## config.mk

```make
export PLATFORM = sky130hd
export DESIGN_NAME = tla_status_alarm
export DESIGN_NICKNAME = d
export VERILOG_FILES = /design/src/design/tla_status_alarm.v /design/src/design/tla_sync.v /design/src/design/tla_chan.v
export VERILOG_INCLUDE_DIRS = /design/src /design/src/design
export SDC_FILE = /design/constraint.sdc
export NUM_CORES = 1
export LEC_CHECK = 0
export CAP_MARGIN = 20
export CORE_UTILIZATION = 46
export CTS_BUF_LIST = sky130_fd_sc_hd__clkbuf_16
export CTS_CLUSTER_SIZE = 28
export DETAILED_ROUTE_END_ITERATION = 7
export DONT_BUFFER_PORTS = 1
export RECOVER_POWER = 25
export SYNTH_ARGS = -nofsm -noshare
export SYNTH_HDL_FRONTEND = slang
export SYNTH_SLANG_ARGS = --single-unit
```

## constraint.sdc

```tcl
create_clock -name i_clk -period 4.4 [get_ports i_clk]
set_input_delay 0.44 -clock i_clk [delete_from_list [all_inputs] [get_ports i_clk]]
set_output_delay 0.44 -clock i_clk [all_outputs]
set_load 0.005 [all_outputs]
```

## src/design/tla_consts.vh

```
// Register offsets, field positions, reset values and timing figures
// for the limit comparison and alarm block. Definitions only.
`ifndef TLA_CONSTS_VH
`define TLA_CONSTS_VH

// Read addresses
`define TLA_RD_STAT1       8'h02
`define TLA_RD_CFG1        8'h03
`define TLA_RD_RATE        8'h04
`define TLA_RD_LOC_HIGH    8'h05
`define TLA_RD_LOC_LOW     8'h06
`define TLA_RD_REM_HIGH_HB 8'h07
`define TLA_RD_REM_LOW_HB  8'h08
`define TLA_RD_STAT2       8'h23

// Write addresses
`define TLA_WR_CFG1        8'h09
`define TLA_WR_RATE        8'h0A
`define TLA_WR_LOC_HIGH    8'h0B
`define TLA_WR_LOC_LOW     8'h0C
`define TLA_WR_REM_HIGH_HB 8'h0D
`define TLA_WR_REM_LOW_HB  8'h0E

// Shared read/write addresses
`define TLA_RW_REM_HIGH_LB 8'h13
`define TLA_RW_REM_LOW_LB  8'h14
`define TLA_RW_REMA_CRIT   8'h19
`define TLA_RW_LOC_CRIT    8'h20
`define TLA_RW_HYST        8'h21
`define TLA_RW_REMB_CRIT   8'h31

// Configuration 1 fields
`define TLA_CFG_MASK_ALL   7
`define TLA_CFG_STANDBY    6
`define TLA_CFG_PIN_SEL    5
`define TLA_CFG_REM_SEL    3
`define TLA_CFG_MASK_REMA  1
`define TLA_CFG_MASK_REMB  0

// Reset values and highest rate code
`define TLA_RST_CFG1       8'h00
`define TLA_RST_RATE       4'h7
`define TLA_RST_HIGH       8'h55
`define TLA_RST_LOW        8'h00
`define TLA_RST_LB         3'h0
`define TLA_RST_CRIT       8'h55
`define TLA_RST_HYST       8'h0A
`define TLA_RATE_MAX       4'hA

// Timing: slowest conversion period at code 0, and clock rate
`define TLA_SLOW_PERIOD_MS 16000
`define TLA_CLK_KHZ        100000

`endif

```

## src/design/tla_status_alarm.v

```verilog
// Limit comparison, sticky status, interrupt latch and overtemperature
// outputs of a three-channel temperature monitor.
// Assumes a serial bus front end on the same clock that issues one-cycle
// register read and write strobes, and an ADC that reports results.
`include "tla_consts.vh"
`timescale 1ns/1ps
module tla_status_alarm
#(
  parameter [30:0] P_SLOW_CYCLES = `TLA_SLOW_PERIOD_MS * (`TLA_CLK_KHZ)
)
(
  // Clock, reset, enable
  input  wire        i_clk,
  input  wire        i_sys_rst,
  input  wire        i_clk_en,
  // Register access from the bus front end
  input  wire [7:0]  i_reg_addr,
  input  wire        i_reg_wr,
  input  wire [7:0]  i_reg_wdata,
  input  wire        i_reg_rd,
  output reg  [7:0]  o_reg_rdata,
  input  wire        i_ara_read,
  // ADC results, channel 0 local, 1 remote A, 2 remote B
  input  wire        i_adc_busy,
  input  wire        i_meas_valid,
  input  wire [1:0]  i_meas_chan,
  input  wire [10:0] i_meas_value,
  // Open-sensor detector pins
  input  wire        i_remote_a_open,
  input  wire        i_remote_b_open,
  // ADC control
  output reg         o_conv_start,
  output wire [3:0]  o_conv_rate,
  output wire        o_standby_select,
  // Alarm pins
  output reg         o_critical_overtemp_n,
  output reg         o_shared_pin_n
);

  ////////////////////////////////////////////////////////////////////////
  // Configuration and limit registers

  reg  [7:0]  cfg_r;
  reg  [3:0]  rate_r;
  reg  [7:0]  hyst_r;
  reg  [7:0]  loc_high_r;
  reg  [7:0]  loc_low_r;
  reg  [7:0]  loc_crit_r;
  reg  [7:0]  rem_high_hb_r [0:1];
  reg  [2:0]  rem_high_lb_r [0:1];
  reg  [7:0]  rem_low_hb_r  [0:1];
  reg  [2:0]  rem_low_lb_r  [0:1];
  reg  [7:0]  rem_crit_r    [0:1];
  reg  [7:0]  loc_meas_r;
  reg  [10:0] rema_meas_r;
  reg  [10:0] remb_meas_r;
  reg         alert_latch_r;
  reg  [30:0] rate_cnt_r;

  wire        rsel;
  wire        wr_cfg;
  wire        rd_stat1;
  wire        rd_stat2;
  wire [1:0]  open_sync;
  wire        shared_is_hot;
  wire        alert_out;

  assign rsel = cfg_r[`TLA_CFG_REM_SEL];
  assign wr_cfg = i_reg_wr && (i_reg_addr == `TLA_WR_CFG1);
  assign rd_stat1 = i_reg_rd && (i_reg_addr == `TLA_RD_STAT1);
  assign rd_stat2 = i_reg_rd && (i_reg_addr == `TLA_RD_STAT2);
  assign o_conv_rate = rate_r;
  assign o_standby_select = cfg_r[`TLA_CFG_STANDBY];
  assign shared_is_hot = cfg_r[`TLA_CFG_PIN_SEL];

  integer k;

  always @(posedge i_clk)
  begin
    if (i_sys_rst)
    begin
      cfg_r      <= `TLA_RST_CFG1;
      rate_r     <= `TLA_RST_RATE;
      hyst_r     <= `TLA_RST_HYST;
      loc_high_r <= `TLA_RST_HIGH;
      loc_low_r  <= `TLA_RST_LOW;
      loc_crit_r <= `TLA_RST_CRIT;
      for (k = 0; k < 2; k = k + 1)
      begin
        rem_high_hb_r[k] <= `TLA_RST_HIGH;
        rem_high_lb_r[k] <= `TLA_RST_LB;
        rem_low_hb_r[k]  <= `TLA_RST_LOW;
        rem_low_lb_r[k]  <= `TLA_RST_LB;
        rem_crit_r[k]    <= `TLA_RST_CRIT;
      end
    end
    else if (i_clk_en && i_reg_wr)
    begin
      // Limits take effect at once, standby or not
      case (i_reg_addr)
        `TLA_WR_CFG1:        cfg_r <= i_reg_wdata;
        `TLA_WR_RATE:        rate_r <= i_reg_wdata[3:0];
        `TLA_RW_HYST:        hyst_r <= i_reg_wdata;
        `TLA_WR_LOC_HIGH:    loc_high_r <= i_reg_wdata;
        `TLA_WR_LOC_LOW:     loc_low_r <= i_reg_wdata;
        `TLA_RW_LOC_CRIT:    loc_crit_r <= i_reg_wdata;
        `TLA_RW_REMA_CRIT:   rem_crit_r[0] <= i_reg_wdata;
        `TLA_RW_REMB_CRIT:   rem_crit_r[1] <= i_reg_wdata;
        `TLA_WR_REM_HIGH_HB: rem_high_hb_r[rsel] <= i_reg_wdata;
        `TLA_WR_REM_LOW_HB:  rem_low_hb_r[rsel] <= i_reg_wdata;
        `TLA_RW_REM_HIGH_LB: rem_high_lb_r[rsel] <= i_reg_wdata[7:5];
        `TLA_RW_REM_LOW_LB:  rem_low_lb_r[rsel] <= i_reg_wdata[7:5];
        default:             cfg_r <= cfg_r;
      endcase
    end
  end

  ////////////////////////////////////////////////////////////////////////
  // Measurement capture

  always @(posedge i_clk)
  begin
    if (i_sys_rst)
    begin
      loc_meas_r  <= 8'h00;
      rema_meas_r <= 11'h000;
      remb_meas_r <= 11'h000;
    end
    else if (i_clk_en && i_meas_valid)
    begin
      // Flags re-evaluate from the new value on the next edge
      case (i_meas_chan)
        2'h0:    loc_meas_r <= i_meas_value[10:3];
        2'h1:    rema_meas_r <= i_meas_value;
        2'h2:    remb_meas_r <= i_meas_value;
        default: loc_meas_r <= loc_meas_r;
      endcase
    end
  end

  tla_sync
  #(
    .W (2)
  )
  u_open_sync
  (
    .i_clk     (i_clk),
    .i_sys_rst (i_sys_rst),
    .i_clk_en  (i_clk_en),
    .i_async   ({i_remote_b_open, i_remote_a_open}),
    .o_sync    (open_sync)
  );

  ////////////////////////////////////////////////////////////////////////
  // Channels

  wire l_hi;
  wire l_lo;
  wire l_crit;
  wire l_hot;
  wire a_hi;
  wire a_lo;
  wire a_open;
  wire a_crit;
  wire a_hot;
  wire b_hi;
  wire b_lo;
  wire b_open;
  wire b_crit;
  wire b_hot;

  tla_chan u_loc
  (
    .i_clk       (i_clk),
    .i_sys_rst   (i_sys_rst),
    .i_clk_en    (i_clk_en),
    .i_meas      ({loc_meas_r, 3'h0}),
    .i_open      (1'b0),
    .i_high_lim  ({loc_high_r, 3'h0}),
    .i_low_lim   ({loc_low_r, 3'h0}),
    .i_crit_lim  (loc_crit_r),
    .i_hyst      (hyst_r),
    .i_rd_clr    (rd_stat1),
    .o_high_flag (l_hi),
    .o_low_flag  (l_lo),
    .o_open_flag (),
    .o_crit_flag (l_crit),
    .o_hot_flag  (l_hot)
  );

  tla_chan u_rema
  (
    .i_clk       (i_clk),
    .i_sys_rst   (i_sys_rst),
    .i_clk_en    (i_clk_en),
    .i_meas      (rema_meas_r),
    .i_open      (open_sync[0]),
    .i_high_lim  ({rem_high_hb_r[0], rem_high_lb_r[0]}),
    .i_low_lim   ({rem_low_hb_r[0], rem_low_lb_r[0]}),
    .i_crit_lim  (rem_crit_r[0]),
    .i_hyst      (hyst_r),
    .i_rd_clr    (rd_stat1),
    .o_high_flag (a_hi),
    .o_low_flag  (a_lo),
    .o_open_flag (a_open),
    .o_crit_flag (a_crit),
    .o_hot_flag  (a_hot)
  );

  tla_chan u_remb
  (
    .i_clk       (i_clk),
    .i_sys_rst   (i_sys_rst),
    .i_clk_en    (i_clk_en),
    .i_meas      (remb_meas_r),
    .i_open      (open_sync[1]),
    .i_high_lim  ({rem_high_hb_r[1], rem_high_lb_r[1]}),
    .i_low_lim   ({rem_low_hb_r[1], rem_low_lb_r[1]}),
    .i_crit_lim  (rem_crit_r[1]),
    .i_hyst      (hyst_r),
    .i_rd_clr    (rd_stat2),
    .o_high_flag (b_hi),
    .o_low_flag  (b_lo),
    .o_open_flag (b_open),
    .o_crit_flag (b_crit),
    .o_hot_flag  (b_hot)
  );

  ////////////////////////////////////////////////////////////////////////
  // Status words and interrupt latch

  wire [7:0] stat1;
  wire [7:0] stat2;
  wire       alert_cond;
  wire       mask_all;

  assign mask_all = cfg_r[`TLA_CFG_MASK_ALL];
  assign alert_out = alert_latch_r & ~mask_all & ~shared_is_hot;
  assign stat1 = {i_adc_busy, l_hi, l_lo, a_hi, a_lo, a_open,
                  a_crit, l_crit};
  assign stat2 = {3'h0, b_hi, b_lo, b_open, b_crit, alert_out};

  assign alert_cond = l_hi | l_lo
                    | ((a_hi | a_lo | a_open) & ~cfg_r[`TLA_CFG_MASK_REMA])
                    | ((b_hi | b_lo | b_open) & ~cfg_r[`TLA_CFG_MASK_REMB]);

  always @(posedge i_clk)
  begin
    if (i_sys_rst)
      alert_latch_r <= 1'b0;
    else if (i_clk_en)
    begin
      // Masked conditions never reach the latch; set wins over service
      if (alert_cond && !mask_all && !shared_is_hot)
        alert_latch_r <= 1'b1;
      else if (i_ara_read)
        alert_latch_r <= 1'b0;
    end
  end

  ////////////////////////////////////////////////////////////////////////
  // Alarm pins

  always @(posedge i_clk)
  begin
    if (i_sys_rst)
    begin
      o_critical_overtemp_n <= 1'b1;
      o_shared_pin_n        <= 1'b1;
    end
    else if (i_clk_en)
    begin
      // Driven in standby too; only the shared pin in alert mode waits for host service
      o_critical_overtemp_n <= ~(l_crit | a_crit | b_crit);
      if (shared_is_hot)
        o_shared_pin_n <= ~(l_hot | a_hot | b_hot);
      else
        o_shared_pin_n <= ~alert_out;
    end
  end

  ////////////////////////////////////////////////////////////////////////
  // Register read

  always @(posedge i_clk)
  begin
    if (i_sys_rst)
      o_reg_rdata <= 8'h00;
    else if (i_clk_en && i_reg_rd)
    begin
      case (i_reg_addr)
        `TLA_RD_STAT1:       o_reg_rdata <= stat1;
        `TLA_RD_STAT2:       o_reg_rdata <= stat2;
        `TLA_RD_CFG1:        o_reg_rdata <= cfg_r;
        `TLA_RD_RATE:        o_reg_rdata <= {4'h0, rate_r};
        `TLA_RW_HYST:        o_reg_rdata <= hyst_r;
        `TLA_RD_LOC_HIGH:    o_reg_rdata <= loc_high_r;
        `TLA_RD_LOC_LOW:     o_reg_rdata <= loc_low_r;
        `TLA_RW_LOC_CRIT:    o_reg_rdata <= loc_crit_r;
        `TLA_RW_REMA_CRIT:   o_reg_rdata <= rem_crit_r[0];
        `TLA_RW_REMB_CRIT:   o_reg_rdata <= rem_crit_r[1];
        `TLA_RD_REM_HIGH_HB: o_reg_rdata <= rem_high_hb_r[rsel];
        `TLA_RD_REM_LOW_HB:  o_reg_rdata <= rem_low_hb_r[rsel];
        `TLA_RW_REM_HIGH_LB: o_reg_rdata <= {rem_high_lb_r[rsel], 5'h00};
        `TLA_RW_REM_LOW_LB:  o_reg_rdata <= {rem_low_lb_r[rsel], 5'h00};
        default:             o_reg_rdata <= 8'h00;
      endcase
    end
  end

  ////////////////////////////////////////////////////////////////////////
  // Conversion rate timer

  wire [3:0]  rate_eff;
  wire [30:0] period;

  // Codes above the fastest run at the fastest period
  assign rate_eff = (rate_r > `TLA_RATE_MAX) ? `TLA_RATE_MAX : rate_r;
  assign period = P_SLOW_CYCLES >> rate_eff;

  always @(posedge i_clk)
  begin
    if (i_sys_rst)
    begin
      rate_cnt_r   <= 31'h00000000;
      o_conv_start <= 1'b0;
    end
    else if (i_clk_en)
    begin
      o_conv_start <= 1'b0;
      if (o_standby_select)
        rate_cnt_r <= 31'h00000000;
      else if (rate_cnt_r >= period - 31'h00000001)
      begin
        rate_cnt_r   <= 31'h00000000;
        o_conv_start <= 1'b1;
      end
      else
        rate_cnt_r <= rate_cnt_r + 31'h00000001;
    end
  end

  // Unused by this block beyond decode
  wire unused_cfg_wr;
  assign unused_cfg_wr = wr_cfg;

endmodule

```

## src/design/tla_sync.v

```verilog
// Two flip-flop synchroniser for levels arriving from pins.
// Assumes the same clock, reset and clock enable as the alarm block.
`timescale 1ns/1ps
module tla_sync
#(
  parameter W = 2
)
(
  // Clock and reset
  input  wire         i_clk,
  input  wire         i_sys_rst,
  input  wire         i_clk_en,
  // Data
  input  wire [W-1:0] i_async,
  output wire [W-1:0] o_sync
);

  reg [W-1:0] meta_r;
  reg [W-1:0] sync_r;

  always @(posedge i_clk)
  begin
    if (i_sys_rst)
    begin
      meta_r <= {W{1'b0}};
      sync_r <= {W{1'b0}};
    end
    else if (i_clk_en)
    begin
      meta_r <= i_async;
      sync_r <= meta_r;
    end
  end

  assign o_sync = sync_r;

endmodule

```

## src/design/tla_chan.v

```verilog
// One temperature channel: sticky high, low and open flags plus
// self-clearing critical and high-with-hysteresis alarm levels.
// Assumes the measurement and limits are stable registers of the caller.
`timescale 1ns/1ps
module tla_chan
(
  // Clock and reset
  input  wire        i_clk,
  input  wire        i_sys_rst,
  input  wire        i_clk_en,
  // Measurement and high/low limits 8.3 format, critical limit and hysteresis 8-bit integer
  input  wire [10:0] i_meas,
  input  wire        i_open,
  input  wire [10:0] i_high_lim,
  input  wire [10:0] i_low_lim,
  input  wire [7:0]  i_crit_lim,
  input  wire [7:0]  i_hyst,
  // Status register read strobe
  input  wire        i_rd_clr,
  // Flags
  output reg         o_high_flag,
  output reg         o_low_flag,
  output reg         o_open_flag,
  output reg         o_crit_flag,
  output reg         o_hot_flag
);

  wire       high_cond;
  wire       low_cond;
  wire       crit_cond;
  wire [8:0] crit_diff;
  wire [8:0] high_diff;
  wire [7:0] crit_rel;
  wire [7:0] high_rel;

  assign high_cond = i_meas > i_high_lim;
  assign low_cond  = i_meas <= i_low_lim;
  assign crit_cond = i_meas > {i_crit_lim, 3'h0};

  // Release thresholds saturate at zero rather than wrap
  assign crit_diff = {1'b0, i_crit_lim} - {1'b0, i_hyst};
  assign high_diff = {1'b0, i_high_lim[10:3]} - {1'b0, i_hyst};
  assign crit_rel  = crit_diff[8] ? 8'h00 : crit_diff[7:0];
  assign high_rel  = high_diff[8] ? 8'h00 : high_diff[7:0];

  always @(posedge i_clk)
  begin
    if (i_sys_rst)
    begin
      o_high_flag <= 1'b0;
      o_low_flag  <= 1'b0;
      o_open_flag <= 1'b0;
      o_crit_flag <= 1'b0;
      o_hot_flag  <= 1'b0;
    end
    else if (i_clk_en)
    begin
      // Set wins over the read clear; cleared only once in limit
      o_high_flag <= high_cond | (o_high_flag & ~i_rd_clr);
      o_low_flag  <= low_cond | (o_low_flag & ~i_rd_clr);
      o_open_flag <= i_open | (o_open_flag & ~i_rd_clr);
      if (crit_cond)
        o_crit_flag <= 1'b1;
      else if (i_meas[10:3] < crit_rel)
        o_crit_flag <= 1'b0;
      if (high_cond)
        o_hot_flag <= 1'b1;
      else if (i_meas[10:3] < high_rel)
        o_hot_flag <= 1'b0;
    end
  end

endmodule

```

### After elaboration in Yosys (flattened, before gate mapping)

Memories as Yosys holds them, arrays and structs flattened. A register that Yosys moved wholly into a read port is not among the register bits.
Index checks and enable logic that the tools add are counted.

| operators by class | value |
|---|---|
| magnitude comparators | 17 |
| bitwise operators | 42 |
| add/subtract/negate cells | 8 |
| equal/unequal tests | 22 |
| mux-type cells | 75 |
| reductions and logical operators | 37 |
| shift operators | 1 |

Operators with widths:

| cell | number |
|---|---|
| one-hot mux 8 bit (14 select lines) | 1 |
| two-way mux 8 bit | 10 |
| > comparator 11 bit | 6 |
| two-way mux 31 bit | 2 |
| two-way mux 1 bit | 59 |
| == test 8 x 4 -> 1 bit (second input constant) | 7 |
| subtractor 8 x 8 -> 9 bit | 6 |
| less-than comparator 8 bit | 6 |
| <= comparator 11 bit | 3 |
| == test 8 x 3 -> 1 bit (second input constant) | 4 |
| == test 8 x 6 -> 1 bit (second input constant) | 4 |
| AND reduction 2 bit | 16 |
| adder 31 x 1 -> 31 bit (second input constant) | 1 |
| greater-or-equal comparator 31 bit | 1 |
| right shift 31 x 4 -> 31 bit (first input constant) | 1 |
| subtractor 31 x 1 -> 31 bit (second input constant) | 1 |
| == test 8 x 5 -> 1 bit (second input constant) | 3 |
| OR 1 bit | 21 |
| == test 8 x 2 -> 1 bit (second input constant) | 2 |
| OR reduction 8 bit | 2 |
| nonzero test 2 bit | 7 |
| bitwise AND 1 bit | 12 |
| NOT 1 bit | 9 |
| logical AND 1 bit | 7 |
| other kinds (8) | 11 |

| storage, ports and cells | value |
|---|---|
| bits in writable memories | 60 |
| register bits | 135 |
| output and inout bits | 16 |
| memories | 5 |

Memories:

| name | words | width | read ports | clocked after Yosys merged registers in | write ports | RTL line | text |
|---|---|---|---|---|---|---|---|
| rem_crit_r | 2 | 8 | 2 | 0 | 2 | tla_status_alarm.v:53 | `reg [7:0] rem_crit_r [0:1];` |
| rem_high_hb_r | 2 | 8 | 3 | 1 | 2 | tla_status_alarm.v:49 | `reg [7:0] rem_high_hb_r [0:1];` |
| rem_low_hb_r | 2 | 8 | 3 | 1 | 2 | tla_status_alarm.v:51 | `reg [7:0] rem_low_hb_r [0:1];` |
| rem_high_lb_r | 2 | 3 | 3 | 1 | 2 | tla_status_alarm.v:50 | `reg [2:0] rem_high_lb_r [0:1];` |
| rem_low_lb_r | 2 | 3 | 3 | 1 | 2 | tla_status_alarm.v:52 | `reg [2:0] rem_low_lb_r [0:1];` |

### Logic depth before layout (Yosys ltp)

Gate-level depths: netlist of run 1.

| depth | value |
|---|---|
| depth in word-level cells | 9 |
| depth in mapped cells | 17 |
| mapped depth without buffers | 17 |

### Cells and area by module

A second synthesis of run 1 with hierarchy kept.

| second synthesis, totals | value |
|---|---|
| cells, all modules | 1878 |
| area, all modules | 15791.4 sq um |

Modules (own cells, without submodules):

| module | times used | area an instance (sq um) | cells an instance |
|---|---|---|---|
| tla_status_alarm | 1 | 9313.9 | 1026 |
| tla_chan at u_rema | 1 | 2145.8 | 282 |
| tla_chan at u_loc | 1 | 2144.6 | 281 |
| tla_chan at u_remb | 1 | 2047.0 | 276 |
| tla_sync | 1 | 140.1 | 13 |

### Least setup slack after synthesis of run 1

Ideal clock, no wire load.

| path | value |
|---|---|
| kind | register to register |
| start | register hyst_r[1] |
| end | register u_remb.o_crit_flag |
| clock period less this slack | 3200 ps |
| setup slack | 1200 ps |
| data arrival time | 3069 ps |
| stages on the path, launching flop included | 13 |
| required time | 4269 ps |
| cell sequence | dfxtp_1 inv_1 fa_1 a21oi_1 o21bai_1 a21oi_1 o21a_1 nor3_1 nand2_1 ha_1 a2111o_1 nor4b_1 o211ai_1 |

| on the way | value |
|---|---|
| longest elaborated chain between the ends | 5 |

RTL lines:

| what | RTL line | text |
|---|---|---|
| start: declaration | tla_status_alarm.v:45 | `reg [7:0] hyst_r;` |
| start signal: assignment | tla_status_alarm.v:84 | `` hyst_r <= `TLA_RST_HYST; `` |
| start signal: assignment | tla_status_alarm.v:103 | `` `TLA_RW_HYST: hyst_r <= i_reg_wdata; `` |
| subtractor 8 x 8 -> 9 bit | tla_chan.v:41 | `assign crit_diff = {1'b0, i_crit_lim} - {1'b0, i_hyst};` |
| two-way mux 8 bit | tla_chan.v:43 | `assign crit_rel = crit_diff[8] ? 8'h00 : crit_diff[7:0];` |
| less-than comparator 8 bit | tla_chan.v:64 | `else if (i_meas[10:3] < crit_rel)` |
| nonzero test 2 bit (no line) | -- |  |
| AND reduction 2 bit (no line) | -- |  |
| end signal: assignment | tla_chan.v:53 | `o_crit_flag <= 1'b0;` |
| end signal: assignment | tla_chan.v:63 | `o_crit_flag <= 1'b1;` |
| end signal: assignment | tla_chan.v:65 | `o_crit_flag <= 1'b0;` |
| end: declaration | tla_chan.v:24 | `output reg o_crit_flag,` |

Every way passes these cells.
A chain may end at the register's enable or synchronous reset.

### Final worst setup path of run 1

| path | value |
|---|---|
| start | register rate_r[0], in the netlist o_conv_rate[0] |
| end | register rate_cnt_r[5] |

| on the way | value |
|---|---|
| longest elaborated chain between the ends | 7 |

RTL lines:

| what | RTL line | text |
|---|---|---|
| start: declaration | tla_status_alarm.v:44 | `reg [3:0] rate_r;` |
| start signal: assignment | tla_status_alarm.v:83 | `` rate_r <= `TLA_RST_RATE; `` |
| start signal: assignment | tla_status_alarm.v:102 | `` `TLA_WR_RATE: rate_r <= i_reg_wdata[3:0]; `` |
| > comparator 4 bit (no line) | -- |  |
| two-way mux 4 bit * | tla_status_alarm.v:318 | `` assign rate_eff = (rate_r > `TLA_RATE_MAX) ? `TLA_RATE_MAX : rate_r; `` |
| right shift 31 x 4 -> 31 bit * | tla_status_alarm.v:319 | `assign period = P_SLOW_CYCLES >> rate_eff;` |
| subtractor 31 x 1 -> 31 bit * | tla_status_alarm.v:333 | `else if (rate_cnt_r >= period - 31'h00000001)` |
| greater-or-equal comparator 31 bit * | tla_status_alarm.v:333 |  |
| two-way mux 31 bit * | tla_status_alarm.v:333 |  |
| two-way mux 31 bit * | tla_status_alarm.v:331 | `if (o_standby_select)` |
| end signal: assignment | tla_status_alarm.v:339 | `rate_cnt_r <= rate_cnt_r + 31'h00000001;` |
| end: declaration | tla_status_alarm.v:58 | `reg [30:0] rate_cnt_r;` |

Mark *: on every way between the ends. The rest lies on a longest branch, timed or not.

==> results list, run 1 <==
* Number of antenna violations at the first check in global routing: 2
* Multi-input logic area: 0.00963 mm²
- Critical path endpoint category: flip-flop
- After clock tree synthesis, the setup repair step added 0 buffers.
- DR vias/cell: 6.07
- For this run, design rule violations remaining after detail routing come to 0.
- For this design the static power due to leakage is 6.73 nW.
* Vias in the first global route: 12148
- Post-route core utilization: 0.500
- Fin cells: 2133
- Clock latency on the worst-skew pair: 0.46 ns
* Number of instances on the worst hold path: 1
- The floorplan step defined a core boundary enclosing 0.0316 mm².
* Area growth, synth to finish: 6.63%
- Areal power density over the cells: 250 mW/mm²
- The worst setup path is launched from a flip-flop.
- After clock tree synthesis, the clock-pin slew on the worst setup and hold paths is 0.09 ns.
- Post-synthesis sequential area ratio: 0.305
- Die extent in x: 182 µm
- Hold path start: i_sys_rst
* Buffer depth of the longest clock path: 2
* Total routing usage reported by global routing: 0.288
- Number of I/O pins: 55
- Avg Synthesized Cell Area: 8.53 µm²
* Post-DRT Antenna Nets: 0
- Data arrives at the worst endpoint at 4.24 ns.
- Largest net degree at the start of global routing: 100
- Main flop type after synthesis: dfxtp_1
- Synth cell types: 80
* Initial standard-cell utilization of the core: 0.469
- The first global-routing pass estimated 71.8 mm of wire.
- Timing would allow up to 260 MHz.
* Max-slew headroom: 0.312
* Aggregate global routing overflow: 0
- At the end of the flow, the number of nets in the layout was 1969.
- Proportion of synthesized flip-flops having asynchronous set or reset: 0
- In this run the critical register-to-register path is launched from o_conv_rate[0].
- Req. time, crit path: 4.79 ns
- The worst setup path is of the flip-flop to flip-flop kind.
- CTS sink count: 196
* Flop2flop setup slack: 0.55 ns
* Critical-path maximum fanout: 26
- Number of hold buffers added after cts: 0
- Iter 0 DRT Violations: 1165
- Standard-cell rows: 65
- After synthesis the cells add up to 0.0148 mm².
- The flow ran to the end, and the final reports show no timing, DRC or antenna violations.
* Via total after detailed routing: 12951
* Number of max-cap violations: 0
- CTS buffer count: 17
* EDFF count, synth: 60
- Number of levels in the clock H-tree: 4
* RSZ-0062 raised after global routing: false
- Summed over all layers, the routed wires come to 47.0 mm.
- The design draws 3.96 mW.
- Setup total negative slack on the finished layout was measured at 0 ns.
- For the pin with the worst max-slew slack, the measured transition is 1.02 ns.
- Number of cells on the worst reg-to-reg path: 12
* Final Max Tran Viols: 0
- IR analysis of the VDD net gives a maximum drop of 0.000194 V.
- Area occupied by registers: 0.00452 mm²
* Number of port buffers: 0
- Number of failing hold endpoints at the final stage: 0
* Total of warnings raised by yosys: 0
* Worst r2r dst: rate_cnt_r[5]
- Number of register bits inferred by synthesis: 196
- Proportion of layout cells with a drive suffix above 1: 0.0486
- Of the available clock period, the critical path in the final layout requires 0.875.
- Gates resized during post-CTS repair numbered 0.
- Counting the fill cells in the layout gives 3048.
* Wirelength per Cell: 22.1 µm
* Min Clock Period, post-route: 3.85 ns
- TritonCTS clock tree: yes
- At the end of routability-driven placement, the weighted congestion stood at 1.00.
- Largest clock skew in the final design: 0.0118 ns
* Die H: 182 µm
- Before antenna repair, the detailed router went through 6 iterations.
- Synthesis produced 1741 cells.
* Terminating pin of the worst hold path: u_remb.o_hot_flag
* Setup violators final: 0
- Hold is met by 0.0668 ns.
- Count of placed standard cells including taps: 2097
- After legalization and detailed placement, the total HPWL measured 36.3 mm.
- Class of the worst hold path: input pin to flip-flop
- The die covers 0.0330 mm².
- Clock root buffer master: clkbuf_16
[placed cells by master (no fill, tap or decap), drive strengths merged, types with 25 or more instances in the layout]
cell type	n
nand3	53
dfxtp	136
nand2b	29
nor2b	28
nand4	33
a21oi	129
edfxtp	60
o21ai	80
ha	207
o21a	25
mux2i	67
nand2	210
inv	128
and2	47
nor3	27
a21o	33
nor2	130
[worst max-delay path: stages, from the launching register on]
cell and delay, ns:
dfxtp_1 0.31, clkbuf_1 0.59, inv_1 0.33, a211oi_1 0.25, ha_1 0.28, a21o_1 0.15
a21o_1 0.19, a2111oi_2 0.36, o211ai_1 0.22, a21oi_4 0.58, buf_12 0.24, a41oi_1 0.12
a31oi_1 0.15
[state kept, by name, summed over array words and instances, names as in the netlist, 2 cells and up, named ones only]
signal              cells
rate_cnt_r             31
rem_crit_r             16
rem_high_hb_r          16
rem_low_hb_r           16
rema_meas_r            11
remb_meas_r            11
cfg_r                   8
hyst_r                  8
loc_crit_r              8
loc_high_r              8
loc_low_r               8
loc_meas_r              8
o_reg_rdata             8
rem_high_lb_r           6
rem_low_lb_r            6
o_conv_rate             4
u_open_sync.meta_r      2
u_open_sync.o_sync      2
[area by class of cell]
cell class                      instances  share of cell area
Clock inverter                         15              0.0111
Clock buffer                           17              0.0269
Antenna cell                            1            0.000158
Multi-Input combinational cell       1366               0.608
Tap cell                              402              0.0318
Sequential cell                       196               0.286
Inverter                              119              0.0282
Timing Repair Buffer                   17             0.00759
[how the worst max path moves through the flow]
| stage | startpoint | endpoint | slack (ns) | cells after the start |
|---|---|---|---|---|
| 3_3_place_gp | o_conv_rate[2] | rate_cnt_r[5] | 0.86 | 13 |
| 5_1_grt | o_conv_rate[0] | rate_cnt_r[5] | 0.22 | 12 |
| 4_1_cts | o_conv_rate[2] | rate_cnt_r[5] | 0.74 | 13 |
| 3_5_place_dp | o_conv_rate[2] | rate_cnt_r[5] | 0.79 | 13 |
| 2_1_floorplan | hyst_r[1] | u_remb.o_crit_flag | 1.20 | 12 |
| 6_report | o_conv_rate[0] | rate_cnt_r[5] | 0.55 | 12 |
[cells in the mapped netlist, drive strengths merged, types with 4 or more instances]
library cell	instances	area share
a2111oi	7	0.0046
a211oi	13	0.0066
a21boi	7	0.0035
a21o	33	0.017
a21oi	129	0.043
a221oi	8	0.0047
a22o	15	0.0089
a22oi	13	0.0066
a31o	5	0.0030
a31oi	5	0.0021
a41oi	4	0.0024
and2	47	0.020
and3	15	0.0064
buf	22	0.0072
clkbuf	40	0.010
dfxtp	136	0.18
edfxtp	60	0.12
fa	6	0.0081
ha	207	0.17
inv	118	0.030
mux2	6	0.0046
mux2i	67	0.045
nand2	210	0.053
nand2b	29	0.012
nand3	53	0.020
nand3b	12	0.0061
nand4	33	0.014
nor2	130	0.034
nor2b	28	0.012
nor3	27	0.010
nor3b	4	0.0020
nor4	13	0.0089
o211ai	22	0.011
o21a	25	0.013
o21ai	80	0.027
o21bai	7	0.0035
o22ai	8	0.0034
o31ai	6	0.0030
or2	5	0.0021
or3	15	0.0070
xnor2	19	0.011
xor2	12	0.0071
[cells by family (layout without fill, tap and decap cells)]
family	after synthesis	in the layout	synth area share
muxes	73	73	0.0497
adders and majority gates	213	213	0.183
AOI/OAI and AO/OA	410	410	0.178
DFF	196	196	0.305
other	1	4	0.000253
xor gates and xnor gates	31	31	0.0183
buffers and inverters	181	168	0.0475
and+or+nand+nor	636	636	0.219
[per-layer routing]
| layer | up-vias | GRT usage | wire length, µm |
|---|---|---|---|
| met5 | - | 0 | 0 |
| met4 | 0 | 0.106 | 1470 |
| met3 | 93 | 0.0499 | 3730 |
| met2 | 469 | 0.451 | 21000 |
| met1 | 6150 | 0.396 | 20800 |
| li1 | 6239 | - | - |
[stage by stage]
step | setup slack (ns) | instance area [µm²]
floorplan | 1.20 | 14900
global placement | 0.857 | 15200
detailed placement | 0.791 | 15200
CTS | 0.741 | 15800
global route | 0.216 | 15800
finish | 0.552 | 15800
[power by group]
group	internal [mW]	switching [mW]	total, mW
Sequential	1.90	0.0623	1.96
Clock	0.776	0.855	1.63
Combinational	0.157	0.212	0.369
Total	2.83	1.13	3.96
No activity file was read; power rests on OpenSTA's default activity.
==> inputs of run 2 (changes only) <==
--- a/config.mk
+++ b/config.mk
@@ -9,5 +9,5 @@
 export CAP_MARGIN = 20
 export CORE_UTILIZATION = 46
-export CTS_BUF_LIST = sky130_fd_sc_hd__clkbuf_16
+export CTS_BUF_LIST = sky130_fd_sc_hd__clkbuf_4 sky130_fd_sc_hd__clkbuf_8
 export CTS_CLUSTER_SIZE = 28
 export DETAILED_ROUTE_END_ITERATION = 7
==> constraint.sdc (replaced) <==
create_clock -name i_clk -period 4.4 [get_ports i_clk]
set_input_delay 0.66 -clock i_clk [delete_from_list [all_inputs] [get_ports i_clk]]
set_output_delay 0.66 -clock i_clk [all_outputs]
set_load 0.005 [all_outputs]
==> results list, run 2 (synthesis gave the netlist of run 1 again) <==
- Run status: completed
- The internal power consumption came to 2.59 mW (-8.5%).
* Length of the first detailed-routing pass in iterations: 7 (+1)
- Logic pwr share: 0.102 (+0.009)
- The setup skew after layout came to 0.0183 ns (+0.00655 ns).
- The detailed-route vias per instance came to 6.11 (+0.69%).
- HPWL after detailed placement: 36.3 mm (about the same)
* Clock latency on the worst-skew pair: 0.50 ns (+0.04 ns)
- Crit start category: flip-flop
- CTS sink count: 196 (unchanged)
- Number of failing hold endpoints at the final stage: 0 (unchanged)
* Critical Path Start: o_conv_rate[2]
- The number of global-route vias before repair was 12228 (+0.66%).
- Min Clock Period, post-route: 3.67 ns (-0.180 ns)
* Sum of routed wire length over all layers: 47.4 mm (+0.81%)
- The die boundary width was 182 µm (unchanged).
- The internal reg-to-reg setup slack was 0.73 ns (+0.18 ns).
- The final setup violation count came to 0 (unchanged).
* Cts repair resizes: 0 (unchanged)
* Power after layout: 3.63 mW (-8.4%)
- Die outline area: 0.0330 mm² (unchanged)
* Standard cell core area: 0.0316 mm² (unchanged)
- The worst reg-to-reg path cell count is 13 (+1).
- Class of the worst hold path: input pin to flip-flop
- The number of flip-flops under the largest register name is 31 (unchanged).
- Most common library cell in the layout ignoring fill and taps: nand2_1
* Initial standard-cell utilization of the core: 0.469 (unchanged)
- The hold buffer count at CTS came to 0 (unchanged).
- Number of max-cap violations: 0 (unchanged)
- Iter 0 DRT Violations: 1294 (+11%)
- Weighted congestion at the end of routability-driven global placement: 0.998 (-0.37%)
* Post-detailed-route DRC marker count: 0 (unchanged)
* Number of instances on the worst hold path: 1 (unchanged)
- The largest net degree at the start of global routing is 100 (unchanged).
- Static power due to leakage: 6.65 nW (-1.1%)
- Worst r2r dst: rate_cnt_r[5]
- The met2 capacity usage during global routing came to 0.459 (+0.00769).
- The pin slew with the least headroom to its limit was 1.09 ns (+0.0716 ns).
- Area growth, synth to finish: 5.56%
* CP peak stage delay: 0.60 ns (about the same)
* Critical Path AT: 4.10 ns (-0.14 ns)
- Worst-case vdd ir drop: 0.000140 V (-28%)
- Wire length of the first global-routing pass: 72.9 mm (+1.6%)
* Launching point of the worst reg2reg path: o_conv_rate[2]
- Max frequency: 273 MHz (+4.9%)
* Switching Share: 0.286 (+0.00111)
- Buffer depth of the longest clock path: 2 (unchanged)
* Req. time, crit path: 4.83 ns (+0.04 ns)
- Final Max Tran Viols: 0 (unchanged)
- RSZ-0062 raised after global routing: false
* Hold path start: i_sys_rst
- The highest fanout seen on the critical path was 26 (unchanged).
- Wirelength per Cell: 22.2 µm (+0.81%)
* Areal power density over the cells: 232 mW/mm² (-7.4%)
- The global router's overall resource usage is 0.291 (+0.00290).
* Tcrit/Tclk final: 0.834 (-0.0409)
- Standard-cell rows: 65 (unchanged)
- Cell at the slowest stage of the critical path: a21oi_4
- Number of nets in the finished design: 1969 (unchanged)
* Largest register by flop count: rate_cnt_r
- The total setup buffers inserted after CTS was 0 (unchanged).
- The sequential cell fraction of total power was 0.541 (+0.046).
- The total number of vias came to 13041 (+0.69%).
- Aggregate global routing overflow: 0 (unchanged)
* TritonCTS clock tree: yes
- In the layout the commonest cells are nand2_1 (209), ha_1 (207), dfxtp_1 (136).
* Switch Pwr: 1.04 mW (-8.0%)
* Proportion of layout cells with a drive suffix above 1: 0.0491 (+0.000578)
* Die H: 182 µm (unchanged)
- Met1 layer usage reported by global route: 0.403 (+0.00659)
* Max-slew headroom: 0.268 (-0.0445)
* Number of antenna violations at the first check in global routing: 0 (-2)
- Critical path endpoint category: flip-flop
- The accumulated negative setup slack was 0 ns (unchanged).
* Worst path most repeated cell: o211ai_1
* Terminating pin of the worst hold path: u_remb.o_hot_flag
* Critical path, cell by cell: nor2_1 > nand2_1 > and2_1 > a211oi_1 > ha_1 > and3_1 > o211ai_1 > a31o_2 > o211ai_1 > a21oi_4 > buf_12 > a41oi_1 > a31oi_1
- The clock slew seen by the registers of the worst setup and hold paths came to 0.11 ns (+0.02 ns).
* Number of I/O pins: 55 (unchanged)
- Number of port buffers: 0 (unchanged)
* CTS buffer count: 17 (unchanged)
- The global routing stage identified its most utilized layer as met2.
- The H-tree level count is 4 (unchanged).
- The share of power burned in the clock network came to 0.357 (-0.055).
- The remaining number of nets flagged by the antenna check after routing is 0 (unchanged).
- Clock root buffer master: clkbuf_8
- The worst setup path is of the flip-flop to flip-flop kind.
- The met3 track demand over resource is 0.0491 (-0.000802).
==> run 2: cell count changes in the layout (fill, tap and decap cells not counted), sizes merged <==
cell	delta
clkinvlp	+1
bufinv	+2
clkinv	+3
clkbuf	-1
buf	+1
inv	-6
==> run 2: area by class of cell <==
type / instances / area, µm²
clock buffer: 17 / 234
multi-input combinational: 1366 / 9630
clock inverter: 15 / 200
sequential: 196 / 4520
antenna: 1 / 2.50
inverter: 119 / 447
tap: 402 / 503
fill: 3038 / 16000
timing repair buffer: 17 / 129
==> run 2: worst max-delay path, delay by kind of cell (launching register included) <==
kind,cells,cell delay [ns]
buffers and inverters,1,0.24
DFF,1,0.52
adders and majority gates,1,0.28
AOI/OAI and AO/OA,7,1.60
and+or+nand+nor,4,0.97
==> run 2: worst max path at each step <==
| stage | endpoint | slack, ns | depth (start not counted) |
|---|---|---|---|
| 2_1_floorplan | u_remb.o_crit_flag | 1.20 | 12 |
| 3_3_place_gp | rate_cnt_r[5] | 0.86 | 13 |
| 3_5_place_dp | rate_cnt_r[5] | 0.79 | 13 |
| 4_1_cts | rate_cnt_r[5] | 0.77 | 13 |
| 5_1_grt | rate_cnt_r[5] | 0.28 | 13 |
| 6_report | rate_cnt_r[5] | 0.73 | 13 |
==> run 2: power groups by stage <==
stage,Sequential (mW),Clock [mW],Combinational (mW)
after detailed placement,2.00,0,0.366
after floorplan,1.97,0,0.313
after global routing,1.97,1.38,0.423
after global placement,2.00,0,0.357
after CTS,1.96,1.31,0.369
final,1.96,1.30,0.372
==> run 2: layer usage <==
metal / vias to the layer above / routed length [µm]
li1: 6250 / -
met1: 6192 / 21300
met2: 494 / 20900
met3: 105 / 3740
met4: 0 / 1430
met5: - / 0
==> run 2: metrics by stage <==
stage               hold slack (ns)  setup slack [ns]  utilization  cell area [µm²]  instances
floorplan                     0.436              1.20            -            14900       1743
global placement              0.441             0.860        0.482            15200       2099
detailed placement            0.447             0.793        0.482            15200       2099
CTS                           0.217             0.767        0.496            15700       2131
global route                  0.207             0.280        0.495            15700       2132
finish                        0.242             0.732        0.495            15700       2133
